File: src/common/rtccal_pkg.sv
// rtccal_pkg: constants for the calendar counters and alarm block
package rtccal_pkg;

    // ------------------------------------------------------------
    // bus widths
    // ------------------------------------------------------------
    localparam int unsigned ADDR_W = 8;
    localparam int unsigned DATA_W = 16;

    // ------------------------------------------------------------
    // register offsets
    // ------------------------------------------------------------
    localparam logic [7:0] OFS_SECOND_COUNT  = 8'h04;
    localparam logic [7:0] OFS_MINUTE_COUNT  = 8'h08;
    localparam logic [7:0] OFS_HOUR_COUNT    = 8'h0c;
    localparam logic [7:0] OFS_WEEKDAY_COUNT = 8'h10;
    localparam logic [7:0] OFS_DAY_COUNT     = 8'h14;
    localparam logic [7:0] OFS_MONTH_COUNT   = 8'h18;
    localparam logic [7:0] OFS_YEAR_COUNT    = 8'h1c;
    localparam logic [7:0] OFS_SECOND_ALARM  = 8'h20;
    localparam logic [7:0] OFS_MINUTE_ALARM  = 8'h24;
    localparam logic [7:0] OFS_CAL_STATUS    = 8'h38;
    localparam logic [7:0] OFS_CAL_CONTROL   = 8'h3c;

    // ------------------------------------------------------------
    // field positions and values
    // ------------------------------------------------------------
    localparam int unsigned ALM_ENABLE_BIT = 7;
    localparam int unsigned STAT_CARRY_BIT = 7;
    localparam int unsigned STAT_ALARM_BIT = 0;
    localparam int unsigned CTRL_START_BIT = 0;
    localparam logic        START_RST      = 1'b1;
    localparam logic [7:0]  BCD_MAX_SEC    = 8'h59;
    localparam logic [7:0]  BCD_MAX_HOUR   = 8'h23;
    localparam logic [7:0]  BCD_MAX_MONTH  = 8'h12;
    localparam logic [7:0]  BCD_FIRST      = 8'h01;
    localparam logic [2:0]  WDAY_MAX       = 3'h6;
    localparam logic [7:0]  BCD_FEB        = 8'h02;
    localparam logic [7:0]  BCD_APR        = 8'h04;
    localparam logic [7:0]  BCD_JUN        = 8'h06;
    localparam logic [7:0]  BCD_SEP        = 8'h09;
    localparam logic [7:0]  BCD_NOV        = 8'h11;
    localparam logic [7:0]  DAYS_28        = 8'h28;
    localparam logic [7:0]  DAYS_29        = 8'h29;
    localparam logic [7:0]  DAYS_30        = 8'h30;
    localparam logic [7:0]  DAYS_31        = 8'h31;

endpackage

File: src/core/rtccal_calendar.sv
// rtccal_calendar: second to year bcd counters, second/minute alarm
//
// Contract
// - hour counts bcd 00-23 on minute carry
// - weekday 0-6 Sunday-Saturday, daily on hour carry
// - day bcd 01-31, daily on hour carry
// - day range from month and leap year
// - month bcd 01-12 on day carry
// - year four-digit bcd 0000-9999 on month carry
// - calendar counters survive every reset
// - hour/day bits 7-6 read zero
// - weekday bits 7-3 read zero
// - month bits 7-5 read zero
// - alarm bit 7 enables its compare
// - alarm flag when all enabled alarms match
// - reset clears alarm enables, keeps values
// - second/minute alarms bcd 00-59, all bits rw
// - seconds advance on 1 Hz rising edge
// - minute counts on second carry, feeds hour
`timescale 1ns/1ns

module rtccal_calendar
(
    input  wire logic                         clk_in,
    input  wire logic                         rst_b_in,
    input  wire logic                         ce_in,
    input  wire logic                         hz1_in,
    input  wire logic [rtccal_pkg::ADDR_W-1:0] addr_in,
    input  wire logic [rtccal_pkg::DATA_W-1:0] wr_data_in,
    input  wire logic                         wr_in,
    input  wire logic                         rd_in,
    output logic      [rtccal_pkg::DATA_W-1:0] rd_data_out,
    output logic                              alarm_flag_out,
    output logic                              carry_flag_out
);
    import rtccal_pkg::*;

    // ------------------------------------------------------------
    // state
    // ------------------------------------------------------------
    typedef struct packed {
        logic [6:0]        sec;
        logic [6:0]        min;
        logic [5:0]        hour;
        logic [2:0]        wday;
        logic [5:0]        day;
        logic [4:0]        mon;
        logic [15:0]       year;
        logic [7:0]        sec_alm;
        logic [7:0]        min_alm;
        logic              start;
        logic              alarm_flag;
        logic              carry_flag;
        logic              hz_prev;
        logic [DATA_W-1:0] rd_data;
    } rtccal_state_s;

    rtccal_state_s s_r;
    rtccal_state_s s_nxt;

    // ------------------------------------------------------------
    // bcd helpers
    // ------------------------------------------------------------
    function automatic logic [7:0] bcd_inc(input logic [7:0] v);
        logic [7:0] r;
        r = v;
        if (v[3:0] == 4'h9)
        begin
            r[3:0] = 4'h0;
            r[7:4] = v[7:4] + 4'h1;
        end
        else
        begin
            r[3:0] = v[3:0] + 4'h1;
        end
        return r;
    endfunction

    // four digits, each rolls 9 to 0 and carries on
    function automatic logic [15:0] bcd_inc4(input logic [15:0] v);
        logic [15:0] r;
        logic        c;
        r = v;
        c = 1'b1;
        for (int i = 0; i < 4; i++)
        begin
            if (c)
            begin
                if (v[i*4 +: 4] == 4'h9)
                begin
                    r[i*4 +: 4] = 4'h0;
                end
                else
                begin
                    r[i*4 +: 4] = v[i*4 +: 4] + 4'h1;
                    c = 1'b0;
                end
            end
        end
        return r;
    endfunction

    // divisible by four, for a two-digit bcd value
    function automatic logic bcd_div4(input logic [7:0] v);
        logic u0;
        logic u2;
        u0 = (v[3:0] == 4'h0) || (v[3:0] == 4'h4) || (v[3:0] == 4'h8);
        u2 = (v[3:0] == 4'h2) || (v[3:0] == 4'h6);
        return v[4] ? u2 : u0;
    endfunction

    // last day of the month as bcd
    function automatic logic [7:0] month_len(input logic [7:0] m,
                                             input logic       leap);
        logic [7:0] r;
        r = DAYS_31;
        if (m == BCD_FEB)
        begin
            r = leap ? DAYS_29 : DAYS_28;
        end
        else if ((m == BCD_APR) || (m == BCD_JUN) ||
                 (m == BCD_SEP) || (m == BCD_NOV))
        begin
            r = DAYS_30;
        end
        return r;
    endfunction

    // ------------------------------------------------------------
    // carry chain
    // ------------------------------------------------------------
    logic       tick;
    logic       leap;
    logic [7:0] last_day;
    logic       sec_cy;
    logic       min_cy;
    logic       hour_cy;
    logic       day_cy;
    logic       mon_cy;
    logic       sec_hit;
    logic       min_hit;
    logic       any_en;
    logic       alarm_match;

    always_comb
    begin
        tick = s_r.start && hz1_in && !s_r.hz_prev;
        // 400, 100 and 4 tests on the bcd year
        if (s_r.year[7:0] == 8'h00)
        begin
            leap = bcd_div4(s_r.year[15:8]);
        end
        else
        begin
            leap = bcd_div4(s_r.year[7:0]);
        end
        last_day = month_len({3'h0, s_r.mon}, leap);
        sec_cy   = tick && ({1'b0, s_r.sec} == BCD_MAX_SEC);
        min_cy   = sec_cy && ({1'b0, s_r.min} == BCD_MAX_SEC);
        hour_cy  = min_cy && ({2'h0, s_r.hour} == BCD_MAX_HOUR);
        day_cy   = hour_cy && ({2'h0, s_r.day} == last_day);
        mon_cy   = day_cy && ({3'h0, s_r.mon} == BCD_MAX_MONTH);
    end

    // ------------------------------------------------------------
    // alarm compare
    // ------------------------------------------------------------
    always_comb
    begin
        sec_hit = !s_r.sec_alm[ALM_ENABLE_BIT] ||
                  (s_r.sec_alm[6:0] == s_r.sec);
        min_hit = !s_r.min_alm[ALM_ENABLE_BIT] ||
                  (s_r.min_alm[6:0] == s_r.min);
        any_en  = s_r.sec_alm[ALM_ENABLE_BIT] ||
                  s_r.min_alm[ALM_ENABLE_BIT];
        alarm_match = any_en && sec_hit && min_hit;
    end

    // ------------------------------------------------------------
    // next state
    // ------------------------------------------------------------
    always_comb
    begin
        s_nxt = s_r;
        s_nxt.hz_prev = hz1_in;
        s_nxt.rd_data = '0;

        // counting
        if (tick)
        begin
            s_nxt.sec = sec_cy ? 7'h00 : 7'(bcd_inc({1'b0, s_r.sec}));
        end
        if (sec_cy)
        begin
            s_nxt.min = min_cy ? 7'h00 : 7'(bcd_inc({1'b0, s_r.min}));
        end
        if (min_cy)
        begin
            s_nxt.hour = hour_cy ? 6'h00 : 6'(bcd_inc({2'h0, s_r.hour}));
        end
        if (hour_cy)
        begin
            s_nxt.wday = (s_r.wday == WDAY_MAX) ? 3'h0 : s_r.wday + 3'h1;
            s_nxt.day  = day_cy ? BCD_FIRST[5:0] : 6'(bcd_inc({2'h0, s_r.day}));
        end
        if (day_cy)
        begin
            s_nxt.mon = mon_cy ? BCD_FIRST[4:0] : 5'(bcd_inc({3'h0, s_r.mon}));
        end
        if (mon_cy)
        begin
            s_nxt.year = bcd_inc4(s_r.year);
        end

        // flags: a hardware set wins over a clearing write
        if (wr_in && (addr_in == OFS_CAL_STATUS))
        begin
            if (!wr_data_in[STAT_CARRY_BIT])
            begin
                s_nxt.carry_flag = 1'b0;
            end
            if (!wr_data_in[STAT_ALARM_BIT])
            begin
                s_nxt.alarm_flag = 1'b0;
            end
        end
        if (sec_cy)
        begin
            s_nxt.carry_flag = 1'b1;
        end
        if (alarm_match)
        begin
            s_nxt.alarm_flag = 1'b1;
        end

        // register writes win over a count in the same cycle
        if (wr_in)
        begin
            unique case (addr_in)
                OFS_SECOND_COUNT:  s_nxt.sec     = wr_data_in[6:0];
                OFS_MINUTE_COUNT:  s_nxt.min     = wr_data_in[6:0];
                OFS_HOUR_COUNT:    s_nxt.hour    = wr_data_in[5:0];
                OFS_WEEKDAY_COUNT: s_nxt.wday    = wr_data_in[2:0];
                OFS_DAY_COUNT:     s_nxt.day     = wr_data_in[5:0];
                OFS_MONTH_COUNT:   s_nxt.mon     = wr_data_in[4:0];
                OFS_YEAR_COUNT:    s_nxt.year    = wr_data_in;
                OFS_SECOND_ALARM:  s_nxt.sec_alm = wr_data_in[7:0];
                OFS_MINUTE_ALARM:  s_nxt.min_alm = wr_data_in[7:0];
                OFS_CAL_CONTROL:   s_nxt.start   = wr_data_in[CTRL_START_BIT];
                default:           s_nxt.start   = s_r.start;
            endcase
        end

        // read data for the next cycle only
        if (rd_in)
        begin
            unique case (addr_in)
                OFS_SECOND_COUNT:  s_nxt.rd_data = {9'h000, s_r.sec};
                OFS_MINUTE_COUNT:  s_nxt.rd_data = {9'h000, s_r.min};
                OFS_HOUR_COUNT:    s_nxt.rd_data = {10'h000, s_r.hour};
                OFS_WEEKDAY_COUNT: s_nxt.rd_data = {13'h0000, s_r.wday};
                OFS_DAY_COUNT:     s_nxt.rd_data = {10'h000, s_r.day};
                OFS_MONTH_COUNT:   s_nxt.rd_data = {11'h000, s_r.mon};
                OFS_YEAR_COUNT:    s_nxt.rd_data = s_r.year;
                OFS_SECOND_ALARM:  s_nxt.rd_data = {8'h00, s_r.sec_alm};
                OFS_MINUTE_ALARM:  s_nxt.rd_data = {8'h00, s_r.min_alm};
                OFS_CAL_STATUS:    s_nxt.rd_data = {8'h00, s_r.carry_flag,
                                                    6'h00, s_r.alarm_flag};
                OFS_CAL_CONTROL:   s_nxt.rd_data = {15'h0000, s_r.start};
                default:           s_nxt.rd_data = '0;
            endcase
        end
    end

    // ------------------------------------------------------------
    // registers
    // ------------------------------------------------------------
    // counters and alarm values are left out of the reset on purpose
    always_ff @(posedge clk_in or negedge rst_b_in)
    begin
        if (!rst_b_in)
        begin
            s_r.start                  <= START_RST;
            s_r.alarm_flag             <= 1'b0;
            s_r.carry_flag             <= 1'b0;
            s_r.hz_prev                <= 1'b0;
            s_r.rd_data                <= '0;
            s_r.sec_alm[ALM_ENABLE_BIT] <= 1'b0;
            s_r.min_alm[ALM_ENABLE_BIT] <= 1'b0;
        end
        else if (ce_in)
        begin
            s_r <= s_nxt;
        end
    end

    // ------------------------------------------------------------
    // outputs
    // ------------------------------------------------------------
    always_comb
    begin
        rd_data_out    = s_r.rd_data;
        alarm_flag_out = s_r.alarm_flag;
        carry_flag_out = s_r.carry_flag;
    end

endmodule

File: config.mk
export PLATFORM = sky130hd
export DESIGN_NAME = rtccal_calendar
export DESIGN_NICKNAME = d
export VERILOG_FILES = /design/src/common/rtccal_pkg.sv /design/src/core/rtccal_calendar.sv
export SDC_FILE = /design/constraint.sdc
export NUM_CORES = 1
export LEC_CHECK = 0
export ABC_AREA = 0
export BUFFER_PORTS_ARGS = -buffer_cell sky130_fd_sc_hd__buf_2
export CAP_MARGIN = 0
export CORE_MARGIN = 1
export CORE_UTILIZATION = 30
export CTS_CLUSTER_DIAMETER = 150
export DETAILED_ROUTE_END_ITERATION = 10
export HOLD_SLACK_MARGIN = 0.08
export REMOVE_ABC_BUFFERS = 1
export SYNTH_ARGS = -nofsm -noshare
export SYNTH_HDL_FRONTEND = slang
export SYNTH_SLANG_ARGS = --single-unit
export TNS_END_PERCENT = 1
File: constraint.sdc
create_clock -name clk_in -period 5.3 [get_ports clk_in]
set_input_delay 0 -clock clk_in [delete_from_list [all_inputs] [get_ports clk_in]]
set_output_delay 0 -clock clk_in [all_outputs]
set_load 0.01 [all_outputs]
==> flow_summary.toml <==
[outcome]
outcome = "finished, final reports clean"

[floorplanning]
die_x_um = 142
die_h_um = 142
fp.coreArea_um2 = 19000
ios = 48
floorplan.initialDensity_pct = 31.0
rows = 50
die-area_um2 = 20100

[routing]
drtIter0Drc = 476
post_drt_wl_per_cell_um = 18.1
drt-total-wl_um = 16700
drc = 0
num_vias = 5102
ant_nets = 0
avgViaCountPerCell = 5.52
drt-pass1-iter-count = 5

[critical_path]
reg2reg_depth = 7
worst_ep_arrival_time_ns = 3.07
r2r-start = "s_r[52]"
crit_path_start = "s_r[52]"
reg2reg_to = "s_r[47]"
rrSetupSlack_ns = 2.32
required_ns = 5.40
crit_path_end_kind = "flop"
critPathCapture = "s_r[47]"
cp-start-kind = "flop"
cp_max_fo = 12
path_class = "reg -> reg"

[synthesis]
yosys_warnings = 0
synth_edf_count = 64
syn_area_per_cell_um2 = 9.41
yosysTopAreaCell = "edfxtp_1"
synth-seq-area-share_pct = 42.1
synth.area.top_cells = "edfxtp_1, dfrtp_1, nand2_1"
async_reset_ff_share_pct = 25.6
synth_seq_cells = 86
yosysMostFrequentCell = "nand2_1"
synth_commonest_cells = "nand2_1, edfxtp_1, nor2_1"
synth_top_area_share_pct = 32.7
synthesis.area_um2 = 5870
syn_inst = 624
synth.distinct_cells = 77
ys.flop_type = "edfxtp_1"

[placement]
dp_slack_ns = 2.38
dp_hpwl_um = 11900
place_congestion = 0.891
port_buffers = 47

[global_routing]
grt_antenna_before_repair = 0
grt_pass1_wl_um = 25800
first_global_vias = 4516
grt_max_degree = 30
grt_use_total_pct = 16.8
gr-total-overflow = 0

[layout]
drive_above_1_share_pct = 14.1
area_growth_pct = 14.4
final_core_util_pct = 35.5
nFillCells = 1927
nets = 702
diodes = 0

[clocking]
numCtsBuffers = 9
cts_resized = 0
postCtsSetupBuffers = 0
htree_levels = 3
clkLatencyLatePin_ns = 0.35
cts_hold_buf = 16
tritoncts = "built"
cts_buffer_depth = 2
cts.clk_slew.worst_paths_ns = 0.07
clock-sinks = 86
root_buffer = "clkbuf_16"

[pwr]
p_sw_uw = 371
clockPowerShare_pct = 43.2
p_leak_nw = 2.39
combPwrFrac_pct = 7.6
ir_worst_vdd_uv = 149
p_seq_share_pct = 49.2
power_switching_share_pct = 23.4
intPower_mw = 1.22
power.density_nw_per_um2 = 236

[timing]
fmax_mhz = 336
period_needed_ns = 2.98
slew_headroom_pct = 42.4
setup_tns_ns = 0
drv_slew = 0
period_share_pct = 56.2
max_slew.worst_pin.slew_ns = 0.861
final.setup.worst_slack_ns = 2.32
fin_skew_ns = 0.0114
hold_viol_final = 0
setup_viol_count_final = 0
grt_setup_unrepaired = "no"

[min_path]
hold_class = "in -> reg"

[flow_run]
maxCapViolCount = 0
## critical path: stages, from the launching register on
cell,delay [ns]
edfxtp_1,0.54
nor3b_4,0.38
and3_1,0.27
nand3_1,0.35
nor4b_1,0.42
mux2i_1,0.18
and3_1,0.21
or3b_1,0.36
## layout by cell type (no fill, tap or decap), types with 10 or more instances in the layout
| cell type | Yosys | final |
|---|---|---|
| buf_2 | 8 | 47 |
| ha_1 | 12 | 12 |
| dfrtp_1 | 21 | 21 |
| xor2_1 | 11 | 11 |
| nand4_1 | 10 | 10 |
| o21ai_0 | 30 | 30 |
| a31oi_1 | 12 | 12 |
| nand3_1 | 19 | 19 |
| clkbuf_16 | 0 | 12 |
| edfxtp_1 | 64 | 64 |
| inv_1 | 36 | 36 |
| a22oi_1 | 16 | 16 |
| xnor2_1 | 19 | 19 |
| a21oi_1 | 31 | 31 |
| nor2_1 | 47 | 47 |
| nand2_1 | 68 | 68 |
| nor3_1 | 13 | 13 |
| dlygate4sd3_1 | 0 | 17 |
## how the worst min path moves through the flow
stage               slack (ns)  cells past startpoint             end     startpoint
finish                    0.09                      3  carry_flag_out          ce_in
global route              0.11                      1         s_r[20]  wr_data_in[0]
CTS                       0.08                      3  carry_flag_out          ce_in
detailed placement      -0.001                      1  rd_data_out[7]       rst_b_in
global placement        -0.002                      1  rd_data_out[7]       rst_b_in
floorplan                -0.30                      0  alarm_flag_out       rst_b_in
## flip-flops by register name (all words and copies together) (netlist names)
| signal | cells |
|---|---|
| carry_flag_out | 1 |
| rd_data_out | 16 |
| s_r | 68 |
| alarm_flag_out | 1 |
## through the flow
step                cell area, µm²  hold WS, ns  power [mW]  instances
floorplan                     5650       -0.296       0.842        584
global placement              6220     -0.00205       0.903        892
detailed placement            6220    -0.000966       0.904        892
CTS                           6710       0.0814        1.60        924
global route                  6720        0.107        1.64        925
finish                        6720       0.0869        1.59        925
## power groups by stage
stage	Clock [mW]	Combinational, mW	Sequential, mW
final	0.686	0.121	0.780
after floorplan	0	0.0585	0.784
after detailed placement	0	0.111	0.793
after CTS	0.699	0.121	0.779
after global placement	0	0.110	0.792
after global routing	0.726	0.134	0.783
## cell families (layout without fill, tap and decap cells)
logic type | after synthesis | count (layout) | synth area share, %
adders and majority gates | 12 | 12 | 2.56
muxes | 14 | 14 | 2.54
and+or+nand+nor | 241 | 241 | 22.7
AOI/OAI and AO/OA | 165 | 165 | 19.5
buffers and inverters | 76 | 117 | 6.11
xor gates and xnor gates | 30 | 30 | 4.47
DFF | 86 | 86 | 42.1
## routing by layer
metal	track usage [%]	part of all wire, %	vias up
met3	3.75	7.0	15
met5	0	0	-
met1	24.1	48	2476
met4	3.51	1.0	0
li1	-	-	2399
met2	25.7	44	212
## layout make-up
cell class	instances	area (µm²)	share of cell area [%]
Multi-Input combinational cell	462	3040	45.3
Sequential cell	86	2470	36.8
Timing Repair Buffer	65	413	6.14
Tap cell	260	325	4.84
Clock buffer	14	318	4.73
Inverter	36	135	2.01
Clock inverter	2	15.0	0.223
No activity file was read; power rests on OpenSTA's default activity.
